**src/sccg_pkg.sv**
```systemverilog
// Constants, register map and mode codes shared by both ends of the
// sleep and clock gating controller.
// Assumes a single 50 MHz system clock drives both ends.
package sccg_pkg;

	// Register offsets on the core's I/O register port
	localparam logic [5:0] SCCG_TRIM_OFS = 6'h31;
	localparam logic [5:0] SCCG_CTRL_OFS = 6'h35;

	// Fields of mcu_control_reg
	localparam int SCCG_ARM_BIT = 7;
	localparam int SCCG_MODE_LSB = 4;
	localparam int SCCG_MODE_MSB = 6;
	localparam logic [7:0] SCCG_CTRL_RST = 8'h00;
	localparam logic [7:0] SCCG_TRIM_RST = 8'h00;
	localparam logic [7:0] SCCG_CTRL_MASK = 8'hF0;

	// Trim steps that stand for 10 % above nominal
	localparam logic [7:0] SCCG_TRIM_FAST_MARGIN = 8'h19;

	// Wake-up timing, in cycles of the restarted clock
	localparam logic [10:0] SCCG_HALT_CK = 11'h004;
	localparam logic [10:0] SCCG_STANDBY_CK = 11'h006;
	localparam logic [10:0] SCCG_FAST_CK = 11'h006;
	localparam logic [10:0] SCCG_EXTRC_CK = 11'h012;
	localparam logic [10:0] SCCG_XTAL_CK = 11'h400;

	// clock_select_fuses codes
	localparam logic [3:0] SCCG_FUSE_RC_LAST = 4'h4;
	localparam logic [3:0] SCCG_FUSE_EXTRC_LAST = 4'h8;

	// Sleep mode select codes
	typedef enum logic [2:0] {
		SCCG_IDLE = 3'b000,
		SCCG_ADC_NR = 3'b001,
		SCCG_PWR_DOWN = 3'b010,
		SCCG_PWR_SAVE = 3'b011,
		SCCG_RSV4 = 3'b100,
		SCCG_RSV5 = 3'b101,
		SCCG_STANDBY = 3'b110,
		SCCG_EXT_STANDBY = 3'b111
	} sccg_mode_t;

	// Clock restart delay after a power-down style wake
	function automatic logic [10:0] sccg_restart_ck(input logic [3:0] fuses);
		logic [10:0] ck;
		ck = SCCG_XTAL_CK;
		if (fuses <= SCCG_FUSE_RC_LAST) begin
			ck = SCCG_FAST_CK;
		end else if (fuses <= SCCG_FUSE_EXTRC_LAST) begin
			ck = SCCG_EXTRC_CK;
		end
		return ck;
	endfunction

endpackage

```
**src/sccg_link_if.sv**
```systemverilog
// Link between the CPU core end and the sleep controller end.
// Both ends run on the same system clock; no clocking block is used.
`timescale 1ns/1ns
interface sccg_link_if;
	logic [5:0] io_addr;
	logic [7:0] io_wdata;
	logic io_wr;
	logic io_rd;
	logic [7:0] io_rdata;
	logic io_rvalid;
	logic sleep_instr;
	logic irq_global_en;
	logic core_halt;
	logic handler_go;
	logic [7:0] factory_trim;
	logic timer_async;

	modport dev (
		input io_addr, io_wdata, io_wr, io_rd, sleep_instr, irq_global_en,
		output io_rdata, io_rvalid, core_halt, handler_go, factory_trim,
		output timer_async
	);

	modport core (
		output io_addr, io_wdata, io_wr, io_rd, sleep_instr, irq_global_en,
		input io_rdata, io_rvalid, core_halt, handler_go, factory_trim,
		input timer_async
	);
endinterface

```
**src/sccg_ctrl.sv**
```systemverilog
// Sleep controller end: register pair, sleep state machine, clock gates,
// wake-up source selection and wake delays.
// Assumes peripheral interrupt inputs are on the system clock, external
// interrupt pins are asynchronous, and fuses/signature are static.
`timescale 1ns/1ns

// Notes on behaviour
// [RQ1] Factory 1MHz trim byte loaded at reset
// [RQ2] Trim zero slowest, larger faster, FF fastest
// [RQ3] Trim spans about half to double nominal
// [RQ4] Software avoids fast trim during memory writes
// [RQ5] Sleep needs arm bit plus sleep instruction
// [RQ6] Interrupt wake halts four extra cycles
// [RQ7] Memory kept; reset wakes to reset vector
// [RQ8] Idle stops only core and program clocks
// [RQ9] Idle wakes on any interrupt
// [RQ10] Idle or noise mode starts a conversion
// [RQ11] Noise mode also stops peripheral clock
// [RQ12] Noise mode wake sources limited list
// [RQ13] Power-down stops oscillator and all clocks
// [RQ14] Power-down wake sources limited list
// [RQ15] Level wake source holds level long enough
// [RQ16] Power-down wake waits fuse-selected restart delay
// [RQ17] Power-save keeps async timer clock running
// [RQ18] Timer 2 wake needs mask and global enable
// [RQ19] Software uses power-down without async timer
// [RQ20] Standby modes keep oscillator; crystal only
// [RQ21] Deep modes: only irq2 or level irq0/1
// [RQ22] Standby codes 110/111, six cycle wake
// [RQ23] Arm bit 7, mode bits 6:4, reset zero
// [RQ24] Unarmed sleep instruction is a no-operation
module sccg_ctrl
	import sccg_pkg::*;
(
	input wire logic sys_clk_i,
	input wire logic rst_n_i,
	sccg_link_if.dev link,
	input wire logic [7:0] sig_row_hi_i,
	input wire logic [3:0] clock_select_fuses_i,
	input wire logic ext_irq_0_pin_i,
	input wire logic ext_irq_1_pin_i,
	input wire logic ext_irq_2_pin_i,
	input wire logic ext_irq_0_level_i,
	input wire logic ext_irq_1_level_i,
	input wire logic twi_match_irq_i,
	input wire logic timer2_ovf_irq_i,
	input wire logic timer2_cmp_irq_i,
	input wire logic timer2_ovf_en_i,
	input wire logic timer2_cmp_en_i,
	input wire logic timer2_async_select_i,
	input wire logic adc_done_irq_i,
	input wire logic adc_enable_i,
	input wire logic mem_ready_irq_i,
	input wire logic other_io_irq_i,
	output logic core_clock_en_o,
	output logic program_mem_clock_en_o,
	output logic peripheral_clock_en_o,
	output logic converter_clock_en_o,
	output logic async_timer_clock_en_o,
	output logic main_osc_en_o,
	output logic adc_start_o,
	output logic [7:0] rc_oscillator_trim_o,
	output logic sleeping_o
);

	typedef enum logic [1:0] {
		SCCG_RUN = 2'b00,
		SCCG_SLEEP = 2'b01,
		SCCG_RESTART = 2'b10,
		SCCG_HALT = 2'b11
	} sccg_state_t;

	////////////////////////////////////////////////////////////////////////
	// External interrupt pin synchronisers

	logic [2:0] pin_meta_ff;
	logic [2:0] pin_sync_ff;
	logic [2:0] pin_raw;

	assign pin_raw = {ext_irq_2_pin_i, ext_irq_1_pin_i, ext_irq_0_pin_i};

	// Two flops per pin; only the second stage is looked at
	genvar gi;
	generate
		for (gi = 0; gi < 3; gi++) begin : g_sync
			always_ff @(posedge sys_clk_i or negedge rst_n_i) begin
				if (!rst_n_i) begin
					pin_meta_ff[gi] <= 1'b0;
					pin_sync_ff[gi] <= 1'b0;
				end else begin
					pin_meta_ff[gi] <= pin_raw[gi];
					pin_sync_ff[gi] <= pin_meta_ff[gi];
				end
			end
		end
	endgenerate

	////////////////////////////////////////////////////////////////////////
	// Wake-up source selection

	logic timer2_wake;
	logic ext_any;
	logic ext_deep;
	logic wake_hit;
	logic crystal_sel;
	sccg_state_t state_ff;
	sccg_mode_t mode_ff;
	logic [3:0] fuses_ff;

	assign timer2_wake = ((timer2_ovf_irq_i & timer2_ovf_en_i)
		| (timer2_cmp_irq_i & timer2_cmp_en_i)) & link.irq_global_en; // RQ18
	assign ext_any = |pin_sync_ff;
	// Edge-type irq0/irq1 cannot wake anything deeper than idle
	assign ext_deep = pin_sync_ff[2] | (pin_sync_ff[0] & ext_irq_0_level_i)
		| (pin_sync_ff[1] & ext_irq_1_level_i); // RQ21
	assign crystal_sel = fuses_ff > SCCG_FUSE_EXTRC_LAST;

	// Per-mode wake mask
	always_comb begin
		wake_hit = 1'b0;
		unique case (mode_ff)
			SCCG_IDLE: begin
				wake_hit = ext_any | twi_match_irq_i | timer2_wake
					| mem_ready_irq_i | adc_done_irq_i | other_io_irq_i; // RQ9
			end
			SCCG_ADC_NR: begin
				wake_hit = adc_done_irq_i | twi_match_irq_i | timer2_wake
					| mem_ready_irq_i | ext_deep; // RQ12
			end
			SCCG_PWR_SAVE, SCCG_EXT_STANDBY: begin
				wake_hit = twi_match_irq_i | ext_deep
					| (timer2_async_select_i & timer2_wake); // RQ17 RQ18
			end
			default: begin
				wake_hit = twi_match_irq_i | ext_deep; // RQ14
			end
		endcase
	end

	////////////////////////////////////////////////////////////////////////
	// Registers and sleep state machine

	logic arm_ff;
	logic [2:0] mode_sel_ff;
	logic [7:0] trim_ff;
	logic loaded_ff;
	logic [10:0] cnt_ff;
	logic [7:0] rdata_ff;
	logic rvalid_ff;
	logic adc_start_ff;
	logic go_ff;
	logic [5:0] gate_ff;
	logic nxt_arm;
	logic [2:0] nxt_mode_sel;
	logic [7:0] nxt_trim;
	logic nxt_loaded;
	logic [3:0] nxt_fuses;
	sccg_state_t nxt_state;
	sccg_mode_t nxt_mode;
	logic [10:0] nxt_cnt;
	logic [7:0] nxt_rdata;
	logic nxt_rvalid;
	logic nxt_adc_start;
	logic nxt_go;
	logic [5:0] nxt_gate;
	logic [10:0] restart_ck;
	logic wr_ok;

	assign wr_ok = link.io_wr & (state_ff == SCCG_RUN);

	// Deep modes wait for the clock to restart, standby six cycles when a crystal is selected
	always_comb begin
		restart_ck = 11'h000;
		unique case (mode_ff)
			SCCG_PWR_DOWN, SCCG_PWR_SAVE: begin
				restart_ck = sccg_restart_ck(fuses_ff); // RQ16
			end
			SCCG_STANDBY, SCCG_EXT_STANDBY: begin
				restart_ck = crystal_sel ? SCCG_STANDBY_CK
					: sccg_restart_ck(fuses_ff); // RQ22
			end
			default: begin
				restart_ck = 11'h000;
			end
		endcase
	end

	// Next-state logic for registers, sequencing and gates
	always_comb begin
		nxt_arm = arm_ff;
		nxt_mode_sel = mode_sel_ff;
		nxt_trim = trim_ff;
		nxt_loaded = 1'b1;
		nxt_fuses = fuses_ff;
		nxt_state = state_ff;
		nxt_mode = mode_ff;
		nxt_cnt = cnt_ff;
		nxt_rdata = rdata_ff;
		nxt_rvalid = 1'b0;
		nxt_adc_start = 1'b0;
		nxt_go = 1'b0;
		// Strap capture on the first edge after reset release
		if (!loaded_ff) begin
			nxt_trim = sig_row_hi_i; // RQ1
			nxt_fuses = clock_select_fuses_i;
		end
		if (wr_ok && link.io_addr == SCCG_TRIM_OFS) begin
			nxt_trim = link.io_wdata; // RQ2
		end
		if (wr_ok && link.io_addr == SCCG_CTRL_OFS) begin
			nxt_arm = link.io_wdata[SCCG_ARM_BIT]; // RQ23
			nxt_mode_sel = link.io_wdata[SCCG_MODE_MSB:SCCG_MODE_LSB];
		end
		// Unmapped offsets read back as zero
		if (link.io_rd) begin
			nxt_rvalid = 1'b1;
			nxt_rdata = 8'h00;
			if (link.io_addr == SCCG_TRIM_OFS) begin
				nxt_rdata = trim_ff;
			end else if (link.io_addr == SCCG_CTRL_OFS) begin
				nxt_rdata = {arm_ff, mode_sel_ff, 4'h0} & SCCG_CTRL_MASK;
			end
		end
		unique case (state_ff)
			SCCG_RUN: begin
				// Reserved codes and unarmed sleeps are no-operations
				if (link.sleep_instr && arm_ff
					&& mode_sel_ff != SCCG_RSV4
					&& mode_sel_ff != SCCG_RSV5) begin // RQ5 RQ24
					nxt_state = SCCG_SLEEP;
					nxt_mode = sccg_mode_t'(mode_sel_ff);
					nxt_adc_start = adc_enable_i
						& (mode_sel_ff == SCCG_IDLE
						|| mode_sel_ff == SCCG_ADC_NR); // RQ10
				end
			end
			SCCG_SLEEP: begin
				if (wake_hit) begin
					if (restart_ck == 11'h000) begin
						nxt_state = SCCG_HALT;
						nxt_cnt = SCCG_HALT_CK - 11'h001; // RQ6
					end else begin
						nxt_state = SCCG_RESTART;
						nxt_cnt = restart_ck - 11'h001; // RQ16
					end
				end
			end
			SCCG_RESTART: begin
				nxt_cnt = cnt_ff - 11'h001;
				if (cnt_ff == 11'h000) begin
					nxt_state = SCCG_HALT;
					nxt_cnt = SCCG_HALT_CK - 11'h001; // RQ6
				end
			end
			SCCG_HALT: begin
				nxt_cnt = cnt_ff - 11'h001;
				if (cnt_ff == 11'h000) begin
					nxt_state = SCCG_RUN;
					nxt_go = 1'b1; // RQ6
				end
			end
		endcase
		// Gates: {osc, async, converter, peripheral, program, core}
		nxt_gate = 6'h3F;
		if (nxt_state == SCCG_SLEEP || nxt_state == SCCG_RESTART) begin
			unique case (nxt_mode)
				SCCG_IDLE: nxt_gate = 6'h3C; // RQ8
				SCCG_ADC_NR: nxt_gate = 6'h38; // RQ11
				SCCG_PWR_SAVE: begin
					nxt_gate = {1'b0, timer2_async_select_i, 4'h0}; // RQ17
				end
				SCCG_STANDBY: begin
					nxt_gate = {crystal_sel, 5'h00}; // RQ20 RQ22
				end
				SCCG_EXT_STANDBY: begin
					nxt_gate = {crystal_sel, timer2_async_select_i, 4'h0};
				end
				default: nxt_gate = 6'h00; // RQ13
			endcase
			// Oscillator comes back first while the delay runs
			if (nxt_state == SCCG_RESTART) begin
				nxt_gate[5] = 1'b1;
			end
		end
	end

	// Reset, from any source, returns straight to run; memory untouched
	always_ff @(posedge sys_clk_i or negedge rst_n_i) begin
		if (!rst_n_i) begin
			state_ff <= SCCG_RUN; // RQ7
			mode_ff <= SCCG_IDLE;
			arm_ff <= SCCG_CTRL_RST[SCCG_ARM_BIT];
			mode_sel_ff <= SCCG_CTRL_RST[SCCG_MODE_MSB:SCCG_MODE_LSB];
			trim_ff <= SCCG_TRIM_RST;
			loaded_ff <= 1'b0;
			fuses_ff <= 4'h0;
			cnt_ff <= 11'h000;
			rdata_ff <= 8'h00;
			rvalid_ff <= 1'b0;
			adc_start_ff <= 1'b0;
			go_ff <= 1'b0;
			gate_ff <= 6'h3F;
		end else begin
			state_ff <= nxt_state;
			mode_ff <= nxt_mode;
			arm_ff <= nxt_arm;
			mode_sel_ff <= nxt_mode_sel;
			trim_ff <= nxt_trim;
			loaded_ff <= nxt_loaded;
			fuses_ff <= nxt_fuses;
			cnt_ff <= nxt_cnt;
			rdata_ff <= nxt_rdata;
			rvalid_ff <= nxt_rvalid;
			adc_start_ff <= nxt_adc_start;
			go_ff <= nxt_go;
			gate_ff <= nxt_gate;
		end
	end

	////////////////////////////////////////////////////////////////////////
	// Outputs

	assign core_clock_en_o = gate_ff[0];
	assign program_mem_clock_en_o = gate_ff[1];
	assign peripheral_clock_en_o = gate_ff[2];
	assign converter_clock_en_o = gate_ff[3];
	assign async_timer_clock_en_o = gate_ff[4];
	assign main_osc_en_o = gate_ff[5];
	assign adc_start_o = adc_start_ff;
	// Monotonic code straight to the oscillator; range is analog
	assign rc_oscillator_trim_o = trim_ff; // RQ2 RQ3
	assign sleeping_o = state_ff != SCCG_RUN;
	assign link.io_rdata = rdata_ff;
	assign link.io_rvalid = rvalid_ff;
	assign link.core_halt = state_ff != SCCG_RUN;
	assign link.handler_go = go_ff;
	assign link.factory_trim = sig_row_hi_i;
	assign link.timer_async = timer2_async_select_i;

endmodule

```
**src/flat_wrapper.sv**
```systemverilog
// flat-port wrapper written by rule: the top's interface ports become plain ports
module sccg_ctrl_flat import sccg_pkg::*;
  (sys_clk_i, rst_n_i, sig_row_hi_i, clock_select_fuses_i, ext_irq_0_pin_i, ext_irq_1_pin_i, ext_irq_2_pin_i, ext_irq_0_level_i, ext_irq_1_level_i, twi_match_irq_i, timer2_ovf_irq_i, timer2_cmp_irq_i, timer2_ovf_en_i, timer2_cmp_en_i, timer2_async_select_i, adc_done_irq_i, adc_enable_i, mem_ready_irq_i, other_io_irq_i, core_clock_en_o, program_mem_clock_en_o, peripheral_clock_en_o, converter_clock_en_o, async_timer_clock_en_o, main_osc_en_o, adc_start_o, rc_oscillator_trim_o, sleeping_o, link_io_addr, link_io_wdata, link_io_wr, link_io_rd, link_sleep_instr, link_irq_global_en, link_io_rdata, link_io_rvalid, link_core_halt, link_handler_go, link_factory_trim, link_timer_async);
  sccg_link_if link_i ();
  input wire logic sys_clk_i;
  input wire logic rst_n_i;
  input wire logic [7:0] sig_row_hi_i;
  input wire logic [3:0] clock_select_fuses_i;
  input wire logic ext_irq_0_pin_i;
  input wire logic ext_irq_1_pin_i;
  input wire logic ext_irq_2_pin_i;
  input wire logic ext_irq_0_level_i;
  input wire logic ext_irq_1_level_i;
  input wire logic twi_match_irq_i;
  input wire logic timer2_ovf_irq_i;
  input wire logic timer2_cmp_irq_i;
  input wire logic timer2_ovf_en_i;
  input wire logic timer2_cmp_en_i;
  input wire logic timer2_async_select_i;
  input wire logic adc_done_irq_i;
  input wire logic adc_enable_i;
  input wire logic mem_ready_irq_i;
  input wire logic other_io_irq_i;
  output logic core_clock_en_o;
  output logic program_mem_clock_en_o;
  output logic peripheral_clock_en_o;
  output logic converter_clock_en_o;
  output logic async_timer_clock_en_o;
  output logic main_osc_en_o;
  output logic adc_start_o;
  output logic [7:0] rc_oscillator_trim_o;
  output logic sleeping_o;
  input wire logic [$bits(link_i.io_addr)-1:0] link_io_addr;
  input wire logic [$bits(link_i.io_wdata)-1:0] link_io_wdata;
  input wire logic [$bits(link_i.io_wr)-1:0] link_io_wr;
  input wire logic [$bits(link_i.io_rd)-1:0] link_io_rd;
  input wire logic [$bits(link_i.sleep_instr)-1:0] link_sleep_instr;
  input wire logic [$bits(link_i.irq_global_en)-1:0] link_irq_global_en;
  output wire logic [$bits(link_i.io_rdata)-1:0] link_io_rdata;
  output wire logic [$bits(link_i.io_rvalid)-1:0] link_io_rvalid;
  output wire logic [$bits(link_i.core_halt)-1:0] link_core_halt;
  output wire logic [$bits(link_i.handler_go)-1:0] link_handler_go;
  output wire logic [$bits(link_i.factory_trim)-1:0] link_factory_trim;
  output wire logic [$bits(link_i.timer_async)-1:0] link_timer_async;
  assign link_i.io_addr = link_io_addr;
  assign link_i.io_wdata = link_io_wdata;
  assign link_i.io_wr = link_io_wr;
  assign link_i.io_rd = link_io_rd;
  assign link_i.sleep_instr = link_sleep_instr;
  assign link_i.irq_global_en = link_irq_global_en;
  assign link_io_rdata = link_i.io_rdata;
  assign link_io_rvalid = link_i.io_rvalid;
  assign link_core_halt = link_i.core_halt;
  assign link_handler_go = link_i.handler_go;
  assign link_factory_trim = link_i.factory_trim;
  assign link_timer_async = link_i.timer_async;
  sccg_ctrl u_core (.sys_clk_i(sys_clk_i), .rst_n_i(rst_n_i), .link(link_i), .sig_row_hi_i(sig_row_hi_i), .clock_select_fuses_i(clock_select_fuses_i), .ext_irq_0_pin_i(ext_irq_0_pin_i), .ext_irq_1_pin_i(ext_irq_1_pin_i), .ext_irq_2_pin_i(ext_irq_2_pin_i), .ext_irq_0_level_i(ext_irq_0_level_i), .ext_irq_1_level_i(ext_irq_1_level_i), .twi_match_irq_i(twi_match_irq_i), .timer2_ovf_irq_i(timer2_ovf_irq_i), .timer2_cmp_irq_i(timer2_cmp_irq_i), .timer2_ovf_en_i(timer2_ovf_en_i), .timer2_cmp_en_i(timer2_cmp_en_i), .timer2_async_select_i(timer2_async_select_i), .adc_done_irq_i(adc_done_irq_i), .adc_enable_i(adc_enable_i), .mem_ready_irq_i(mem_ready_irq_i), .other_io_irq_i(other_io_irq_i), .core_clock_en_o(core_clock_en_o), .program_mem_clock_en_o(program_mem_clock_en_o), .peripheral_clock_en_o(peripheral_clock_en_o), .converter_clock_en_o(converter_clock_en_o), .async_timer_clock_en_o(async_timer_clock_en_o), .main_osc_en_o(main_osc_en_o), .adc_start_o(adc_start_o), .rc_oscillator_trim_o(rc_oscillator_trim_o), .sleeping_o(sleeping_o));
endmodule
```
**config.mk**
```make
export PLATFORM = sky130hd
export DESIGN_NAME = sccg_ctrl_flat
export DESIGN_NICKNAME = d
export VERILOG_FILES = /design/src/sccg_pkg.sv /design/src/sccg_link_if.sv /design/src/sccg_ctrl.sv /design/src/flat_wrapper.sv
export SDC_FILE = /design/constraint.sdc
export NUM_CORES = 1
export LEC_CHECK = 0
export ABC_AREA = 1
export ABC_CLOCK_PERIOD_IN_PS = 3290
export BUFFER_PORTS_ARGS = -buffer_cell sky130_fd_sc_hd__buf_4
export CAP_MARGIN = 10
export CORE_MARGIN = 2
export CORE_UTILIZATION = 40
export DETAILED_ROUTE_END_ITERATION = 16
export GPL_TIMING_DRIVEN = 0
export PLACE_DENSITY = 0.66
export SLEW_MARGIN = 40
export SYNTH_ARGS = -nofsm -noshare
export SYNTH_HDL_FRONTEND = slang
export SYNTH_SLANG_ARGS = --single-unit
```
**constraint.sdc**
```tcl
create_clock -name sys_clk_i -period 3.29 [get_ports sys_clk_i]
set_clock_uncertainty 0.2 [all_clocks]
set_input_delay 0.329 -clock sys_clk_i [delete_from_list [all_inputs] [get_ports sys_clk_i]]
set_output_delay 0.329 -clock sys_clk_i [all_outputs]
set_load 0.01 [all_outputs]
```
==> metrics.csv, run 1 <==
metric;value;unit
status;complete, no violations;
wl_met1;2.866;mm
clock-sinks;55;
io_pins;83;
final_max_slew_viol_count;0;
r2r_slack;830;ps
synth-main-ff-cell;dfrtp_1;
dp_hpwl;5.047;mm
fp-row-count;31;
root_buffer;clkbuf_8;
critPathMaxFanout;7;
worstSkewPairLatency;320;ps
r2r-start;u_core.cnt_ff[0]$_DFFE_PN0P_;
fin_crit_sh;74.71;%
cap_violations;0;
wl_per_cell;12.42;um
grt_usage;17.80;%
r2r_end;u_core.gate_ff[5]$_DFF_PN1_;
numPortBuffers;82;
end_kind;flop;
power;1.289;mW
cp.arrival;2500;ps
cts_tree;yes;
fp.dieH;89.54;um
p_seq_share;55.2;%
fp.dieArea;8017;um^2
postCtsHoldBufs;6;
ir_worst_vdd;0.0001788;V
antenna_found_initial;0;
dr.max_layer_used;met4;
ys_async_sr_fraction;100.0;%
grt_max_degree;56;
dp_cells;510;
hp-start;clock_select_fuses_i[3];
drc_errors;0;
layout_min_cycle_time;2458;ps
nFillCells;676;
final_antenna_net_count;0;
drt-total-wl;6.522;mm
rsz0062_at_grt;no;
synth_edf_count;0;
wl_met3;421;um
place_congestion;0.8248;
initial_utilization;40.78;%
first_iter_violations;72;
area_delta_synth_final;31.17;%
final_cell_mix;94 x buf_4, 82 x nand2_1, 50 x dfrtp_1;
p_sw;338.1;uW
wl_met2;3.169;mm
worstHoldEndpoint;u_core.fuses_ff[3]$_DFFE_PN0N_;
cts_buffer_depth;2;
maxSlewHeadroom;54.76;%
grt_pass1_wl;10.94;mm
p_per_area;335.9;nW/um^2
syn_nets;379;
viasPerCell;4.594;
cp.required;3340;ps
numCtsBuffers;5;
hp-class;input pin to flop;
finalSetupViolations;0;
dr.pass1.iters;4;
diodes;0;
post-cts-setup-buffers;0;
layout_commonest_cell;buf_4;
p_leak;1.918;nW
grt_pass1_vias;2362;
utilization;53.50;%
yosys_warnings;0;
syn_avg_cell_area;8.895;um^2
hold_path_depth;3;
tns;0;ps
reg2reg_depth;12;
core_area;7176;um^2
cts_resized;0;
crit_type;flop to flop;
clk_pin_slew;110;ps
synth.distinct_cells;40;
die_w;89.54;um
max_freq;406.9;MHz
final_cells;525;
grt_overflow;0;
critPathLaunchType;flop;
syn_area;2927;um^2
layout.nets;475;
switching_share;26.22;%
worstMarginPinSlew;678.7;ps
hold_violations;0;
clkPwrFrac;31.6;%
synth_seq_cells;55;
h-tree-depth;2;
syn_inst;329;
vias;2412;
seq_area_frac_synth;47.24;%
layout-drive-gt1-share;35.45;%
p_comb_share;13.2;%
intPower;951.2;uW
[cell families after synthesis]
family | count (synthesis) | synth area share [%]
simple gates | 166 | 29.84
fa+ha+maj | 3 | 1.283
other cells | 1 | 0.1281
flops | 55 | 47.24
compound gates | 38 | 8.978
xor+xnor | 7 | 2.095
buf+inv | 59 | 10.43
[power groups by stage]
stage	Combinational, mW	Clock (mW)	Sequential [mW]
after floorplan	0.0592	0	0.729
after global placement	0.165	0	0.724
after detailed placement	0.168	0	0.725
after CTS	0.173	0.418	0.712
after global routing	0.190	0.446	0.715
final	0.171	0.407	0.712
[worst max-delay path by stage]
stage / endpoint / slack, ps / start
2_1_floorplan: u_core.gate_ff[4]$_DFF_PN1_ / 1100 / u_core.cnt_ff[0]$_DFFE_PN0P_
3_3_place_gp: u_core.gate_ff[4]$_DFF_PN1_ / 870 / u_core.cnt_ff[0]$_DFFE_PN0P_
3_5_place_dp: u_core.gate_ff[5]$_DFF_PN1_ / 850 / u_core.cnt_ff[0]$_DFFE_PN0P_
4_1_cts: u_core.gate_ff[5]$_DFF_PN1_ / 820 / u_core.cnt_ff[0]$_DFFE_PN0P_
5_1_grt: u_core.gate_ff[5]$_DFF_PN1_ / 620 / u_core.cnt_ff[0]$_DFFE_PN0P_
6_report: u_core.gate_ff[5]$_DFF_PN1_ / 830 / u_core.cnt_ff[0]$_DFFE_PN0P_
[cell type report]
type	instances	area [um^2]	area share (%)
Sequential cell	55	1383	36.02
Inverter	40	150.1	3.911
Clock buffer	5	68.82	1.793
Tap cell	99	123.9	3.227
Multi-Input combinational cell	215	1239	32.27
Timing Repair Buffer	89	685.7	17.86
Clock inverter	3	33.78	0.8801
Buffer	19	155.1	4.042
[routing by layer]
metal	GRT usage, %	vias to the layer above
met5	0	-
met4	4.071	0
met3	4.432	5
met2	30.64	74
met1	22.63	1089
li1	-	1244
[Yosys cell counts, types with 3 or more instances]
| cell type | number | share of area (%) |
|---|---|---|
| nand2_1 | 82 | 11 |
| dfrtp_1 | 50 | 43 |
| inv_1 | 36 | 4.6 |
| nand3_1 | 30 | 5.1 |
| nor2_1 | 18 | 2.3 |
| o21ai_0 | 14 | 2.4 |
| buf_4 | 12 | 3.1 |
| nand3_2 | 12 | 4.1 |
| dfstp_2 | 5 | 4.5 |
| xor2_1 | 5 | 1.5 |
| a31oi_1 | 4 | 0.85 |
| inv_2 | 4 | 0.51 |
| nand2_2 | 4 | 0.85 |
| o211ai_2 | 4 | 1.7 |
| o31ai_1 | 4 | 1.0 |
| buf_6 | 3 | 1.2 |
| clkbuf_1 | 3 | 0.38 |
| ha_1 | 3 | 1.3 |
| nand4_1 | 3 | 0.64 |
| nor2_2 | 3 | 0.64 |
| o211ai_1 | 3 | 0.77 |
| o21ai_1 | 3 | 0.51 |
[flip-flops by register name (all words and copies together), names as in the netlist, 2 cells and up]
| signal | count |
|---|---|
| u_core.cnt_ff | 11 |
| u_core.fuses_ff | 4 |
| u_core.gate_ff | 5 |
| u_core.link.io_rdata | 8 |
| u_core.mode_ff | 3 |
| u_core.mode_sel_ff | 3 |
| u_core.pin_meta_ff | 3 |
| u_core.pin_sync_ff | 3 |
| u_core.rc_oscillator_trim_o | 8 |
| u_core.state_ff | 2 |
[critical path, stage by stage, from the launching register on]
cell and delay (ps):
dfrtp_1 390, inv_1 180, ha_1 270, nand2_2 110
nor2_4 180, nand2_1 90, o21ai_1 130, nand3_1 80
nand2_1 70, inv_1 50, ha_1 320, a21oi_2 190
nand3b_1 120
[metrics by stage]
step           cell area [um^2]  hold slack, ps  worst slack [ps]
2_1_floorplan              2927          -166.6              1104
3_3_place_gp               3666           134.3             872.0
3_5_place_dp               3666           134.7             845.2
4_1_cts                    3829           2.228             816.9
5_1_grt                    3839           8.080             615.2
6_report                   3839           8.864             832.2
Power figures use the tool's default switching activity.
==> run 2, diff against run 1 <==
ABC_AREA = 0   (was 1)
ABC_CLOCK_PERIOD_IN_PS = 2300   (was 3290)
PLACE_DENSITY = 0.67   (was 0.66)
clock period = 2.3 ns   (was 3.29 ns; I/O delays follow)
==> metrics.csv, run 2 <==
metric;value;unit;change
post_dp_cell_area;3471;um^2;-5.3%
tns;-2092;ps;-2092 ps
seq_area;1383;um^2;unchanged
synth-main-ff-cell;dfrtp_1;;
holdWs;26.41;ps;+17.55 ps
cts_tree;yes;;
first_iter_violations;111;;+54%
fp.dieArea;7413;um^2;-7.5%
r2r_slack;-240;ps;-1080 ps
clock-sinks;55;;unchanged
fp-row-count;29;;-6.5%
syn_avg_cell_area;10.25;um^2;+15%
synth.most_common_cell;dfrtp_1;;
status;finished with violations;;
grt_pass1_wl;11.01;mm;+0.63%
fin_crit_sh;110.6;%;+36 points
top_register;u_core.cnt_ff;;
root_buffer;clkbuf_8;;
end_kind;flop;;
synth_top_cell_by_area;dfrtp_1;;
dpl_worst_slack;-567.8;ps;-1413 ps
max_freq;393.2;MHz;-3.4%
grt_overflow;0;;unchanged
hold_violations;0;;unchanged
final_cell_mix;109 x buf_4, 50 x dfrtp_1, 23 x nand2_1;;
critPathMaxFanout;6;;-1
ir_worst_vdd;0.0003339;V;+87%
final_max_slew_viol_count;0;;unchanged
dp_cells;421;;-17%
yosys_warnings;0;;unchanged
nFillCells;532;;-21%
hp-class;input pin to flop;;
antenna_found_initial;0;;unchanged
core_area;6422;um^2;-10%
h-tree-depth;2;;unchanged
layout.nets;437;;-8.0%
finalSetupViolations;14;;+14
numPortBuffers;81;;-1.2%
maxSlewHeadroom;50.21;%;-4.5 points
grt_usage;19.00;%;+1.2 points
cap_violations;0;;unchanged
drc_errors;0;;unchanged
wl_per_cell;14.63;um;+18%
io_pins;83;;unchanged
layout_min_cycle_time;2543;ps;+85.23 ps
cp.arrival;2580;ps;+80 ps
area_delta_synth_final;49.05;%;
diodes;0;;unchanged
synth_commonest_cells;50 x dfrtp_1, 24 x nand2_1, 23 x nor2_1;;
cp.required;2340;ps;-1000 ps
violations;negative setup slack;;
rsz0062_at_grt;yes;;
seq_area_frac_synth;51.28;%;+4.0 points
initial_utilization;41.98;%;+1.2 points
final_cells;465;;-11%
dr.pass1.iters;4;;unchanged
power;2.989;mW;+130%
final_antenna_net_count;0;;unchanged
synth_edf_count;0;;unchanged
numCtsBuffers;5;;unchanged
fp.dieH;86.10;um;-3.8%
multiInputGateArea;1252;um^2;+1.1%
clk_pin_slew;100;ps;about the same
viasPerCell;5.080;;+11%
worstMarginPinSlew;746.1;ps;+67.41 ps
crit_chain;or4_4 > nor4_4 > xor2_1 > nand2_1 > o211a_1 > ha_4 > nor3_2 > o21ai_1;;
synth_seq_cells;55;;unchanged
critPathSlowestCell;or4_4;;
p_per_area;743.7;nW/um^2;+120%
grt_pass1_vias;2316;;-1.9%
setup_ws;-243.0;ps;-1075 ps
syn_nets;313;;-17%
p_leak;1.892;nW;-1.3%
dp_hpwl;4.728;mm;-6.3%
layout_commonest_cell;buf_4;;
utilization;62.58;%;+9.1 points
cpPeakStageDelay;540;ps;+150 ps
drt-total-wl;6.802;mm;+4.3%
ys_async_sr_fraction;100.0;%;unchanged
vias;2362;;-2.1%
largest_register_ffs;11;;unchanged
syn_area;2696;um^2;-7.9%
worstSkewPairLatency;310;ps;about the same
synthTopCellsByArea;dfrtp_1 46%, mux2_2 5.8%, dfstp_2 4.9%;;
critPathLaunchType;flop;;
grt_max_degree;56;;unchanged
crit_type;flop to flop;;
layout-drive-gt1-share;44.59;%;+9.1 points
die_w;86.10;um;-3.8%
place_congestion;0.7526;;-8.8%
fin_area;4019;um^2;+4.7%
synth.distinct_cells;54;;+35%
cts_buffer_depth;2;;unchanged
syn_inst;263;;-20%
synth_top_area_share;46.40;%;+3.7 points
## run 2: changes by cell type after synthesis, sizes merged, moves of 10 or more
cell / before / now
nand2: 88 / 24
nand3: 42 / 1
inv: 40 / 19
mux2: 0 / 14
a21oi: 4 / 16
mux2i: 0 / 10
## run 2: cells by family (layout without fill, tap and decap cells)
group                      Yosys count  count (layout)  synth area share [%]
buffers and inverters               41             166                 7.842
and+or+nand+nor                     74              74                 13.50
xor gates and xnor gates             1               1                0.3249
muxes                               24              24                 9.559
DFF                                 55              55                 51.28
other                                1               1                0.1391
AOI/OAI and AO/OA                   64              64                 15.96
adders and majority gates            3               3                 1.392
## run 2: layout make-up
cell class	instances	share of cell area (%)
Inverter	19	1.775
Tap cell	77	2.397
Multi-Input combinational cell	167	31.16
Clock buffer	6	2.055
Sequential cell	55	34.40
Buffer	21	3.798
Timing Repair Buffer	118	23.54
Clock inverter	2	0.8717
## run 2: path summary, 6_finish.rpt
check                                                startpoint                                    endpoint  cells after the start
worst min-delay path                            sig_row_hi_i[0]  u_core.rc_oscillator_trim_o[0]$_DFFE_PN0P_                      3
worst max register to register     u_core.cnt_ff[6]$_DFFE_PN0P_                 u_core.gate_ff[5]$_DFF_PN1_                      8
max in group asynchronous                               rst_n_i                 u_core.mode_ff[0]$_DFF_PN0_                      2
worst max-delay path               u_core.cnt_ff[6]$_DFFE_PN0P_                 u_core.gate_ff[5]$_DFF_PN1_                      8
min in group asynchronous                               rst_n_i                u_core.cnt_ff[9]$_DFFE_PN0P_                      2
worst min register to register  u_core.pin_meta_ff[0]$_DFF_PN0_             u_core.pin_sync_ff[0]$_DFF_PN0_                      0
## run 2: metal layers
metal  up-vias  GRT usage (%)  share of wire, %
li1       1156              -                 -
met4         0          4.618              0.71
met2        44          31.85                52
met5         -              0                 0
met3         4          4.331               3.7
met1      1158          24.97                43
## run 2: worst max-delay path: cells and delay by family (launching register included)
family	cells	cell delay [ps]
AO/OA/AOI/OAI	2	250
adder cells (fa/ha/maj)	1	240
flip-flops	1	450
AND/OR/NAND/NOR	4	1140
XOR/XNOR	1	190
## run 2: report_power, final
group	internal, mW	switching (mW)
clock	0.353	0.319
sequential	1.12	0.131
combinational	0.561	0.508
## run 2: what timing repair did
action	in CTS	in global routing
hold endpoints to repair	72	0
setup buffers	8	11
resized for setup	13	18
pin swaps	5	9
hold buffers	18	0
endpoints found under the setup margin	14	16
==> run 3, diff against run 2 <==
SKIP_LAST_GASP = 1   (was default)
==> metrics.csv, run 3 (same netlist as run 2, synthesis figures left out) <==
metric;value;unit;change
drc_errors;0;;unchanged
io_pins;83;;unchanged
cpPeakStageDelay;540;ps;about the same
drt-total-wl;6.750;mm;-0.76%
critPathSlowestCell;or4_4;;
r2r_slack;-290;ps;-50 ps
power;3.000;mW;+0.38%
diodes;0;;unchanged
worstSkewPairLatency;310;ps;about the same
wl_per_cell;14.58;um;-0.34%
layout_min_cycle_time;2594;ps;+51.09 ps
max_freq;385.5;MHz;-2.0%
post_dp_cell_area;3471;um^2;unchanged
dp_hpwl;4.728;mm;unchanged
final_antenna_net_count;0;;unchanged
reg2reg_depth;9;;+1
area_delta_synth_final;47.80;%;
dr.pass1.iters;4;;unchanged
hold_violations;0;;unchanged
critical_path_cell_count;9;;+1
cts_tree;yes;;
fp.dieH;86.10;um;unchanged
grt_max_degree;56;;unchanged
fin_crit_sh;112.8;%;+2.2 points
grt_pass1_vias;2316;;unchanged
endpoint;u_core.gate_ff[4]$_DFF_PN1_;;
crit_buf_inv;1;;+1
top_register;u_core.cnt_ff;;
layout_commonest_cell;buf_4;;
vias;2354;;-0.34%
largest_register_ffs;11;;unchanged
r2r_end;u_core.gate_ff[4]$_DFF_PN1_;;
utilization;62.05;%;-0.53 points
p_seq_share;41.5;%;-0.3 points
hp-class;input pin to flop;;
p_leak;1.878;nW;-0.76%
antenna_found_initial;0;;unchanged
numCtsBuffers;5;;unchanged
viasPerCell;5.084;;about the same
fp-row-count;29;;unchanged
cp.arrival;2630;ps;+50 ps
maxSlewHeadroom;50.26;%;about the same
grt_pass1_wl;11.01;mm;unchanged
core_area;6422;um^2;unchanged
final_cell_mix;107 x buf_4, 50 x dfrtp_1, 23 x nand2_1;;
initial_utilization;41.98;%;unchanged
final_max_slew_viol_count;0;;unchanged
clock-sinks;55;;unchanged
p_sw;954.0;uW;-0.34%
clk_pin_slew;100;ps;about the same
grt_overflow;0;;unchanged
die_w;86.10;um;unchanged
nFillCells;540;;+1.5%
p_comb_share;36.1;%;+0.3 points
crit_family;simple AND/OR/NAND/NOR gates;;
cp.required;2340;ps;about the same
intPower;2.046;mW;+0.72%
holdWs;24.31;ps;-2.104 ps
layout.nets;435;;-0.46%
numPortBuffers;81;;unchanged
critPathLaunch;u_core.cnt_ff[6]$_DFFE_PN0P_;;
critPathMaxFanout;6;;unchanged
root_buffer;clkbuf_8;;
cap_violations;0;;unchanged
clkPwrFrac;22.4;%;about the same
switching_share;31.80;%;-0.23 points
h-tree-depth;2;;unchanged
place_congestion;0.7526;;unchanged
end_kind;flop;;
worstMarginPinSlew;745.3;ps;-0.7477 ps
crit_type;flop to flop;;
r2r-start;u_core.cnt_ff[6]$_DFFE_PN0P_;;
grt_usage;19.00;%;unchanged
p_per_area;752.9;nW/um^2;+1.2%
tns;-2028;ps;+64.44 ps
critPathLaunchType;flop;;
crit_chain;or4_4 > nor4_4 > xor2_1 > nand2_1 > o211a_1 > ha_4 > buf_12 > nor2_4 > o21ai_1;;
fin_area;3985;um^2;-0.84%
rsz0062_at_grt;yes;;
ir_worst_vdd;0.0003470;V;+3.9%
fp.dieArea;7413;um^2;unchanged
status;finished with violations;;
finalSetupViolations;11;;-3
setup_ws;-294.1;ps;-51.09 ps
cts_buffer_depth;2;;unchanged
violations;negative setup slack;;
layout-drive-gt1-share;43.78;%;-0.81 points
first_iter_violations;116;;+4.5%
## run 3: repair_timing
item,CTS,global route
hold buffers,18,0
buffers inserted,8,10
endpoints found under the hold margin,72,0
pin swaps,5,10
resized for setup,10,14
setup endpoints to repair,14,16
## run 3: metrics by stage
| stage | instances | setup WS [ps] |
|---|---|---|
| floorplan | 263 | -171.9 |
| global placement | 421 | -542.8 |
| detailed placement | 421 | -567.8 |
| CTS | 455 | -249.0 |
| global route | 463 | -432.5 |
| finish | 463 | -294.1 |
## run 3: worst min path at each step
stage / from / endpoint / slack, ps / cells after the start
global route: adc_enable_i / u_core.adc_start_o$_DFF_PN0_ / 20 / 2
detailed placement: rst_n_i / u_core.cnt_ff[9]$_DFFE_PN0P_ / 120 / 1
floorplan: rst_n_i / u_core.adc_start_o$_DFF_PN0_ / -270 / 0
global placement: rst_n_i / u_core.cnt_ff[8]$_DFFE_PN0P_ / 130 / 1
finish: sig_row_hi_i[0] / u_core.rc_oscillator_trim_o[0]$_DFFE_PN0P_ / 20 / 3
CTS: adc_enable_i / u_core.adc_start_o$_DFF_PN0_ / 20 / 2
## run 3: power by group through the flow
stage	clock [mW]	combinational (mW)	sequential, mW
after floorplan	0	0.586	1.24
after global placement	0	0.824	1.25
after CTS	0.684	0.934	1.24
final	0.672	1.08	1.25
after global routing	0.726	1.18	1.27
after detailed placement	0	0.843	1.26
## run 3: area by class of cell
type	count	area, um^2	area share, %
Clock buffer	6	82.58	2.072
Multi-Input combinational cell	167	1225	30.74
Timing Repair Buffer	116	939.7	23.58
Buffer	21	152.6	3.830
Sequential cell	55	1383	34.69
Inverter	19	71.32	1.790
Tap cell	77	96.34	2.418
Clock inverter	2	35.03	0.8791
## run 3: per-layer routing
layer | share of wire (%) | global-route usage, % | up-vias
li1 | - | - | 1153
met1 | 43 | 24.97 | 1149
met2 | 52 | 31.85 | 47
met3 | 4.2 | 4.331 | 5
met4 | 0.86 | 4.618 | 0
met5 | 0 | 0 | -
## run 3: tightest hold or removal path, cell delays in order
cell     delay (ps)
buf_4            80
mux2i_1          50
a21oi_1         130
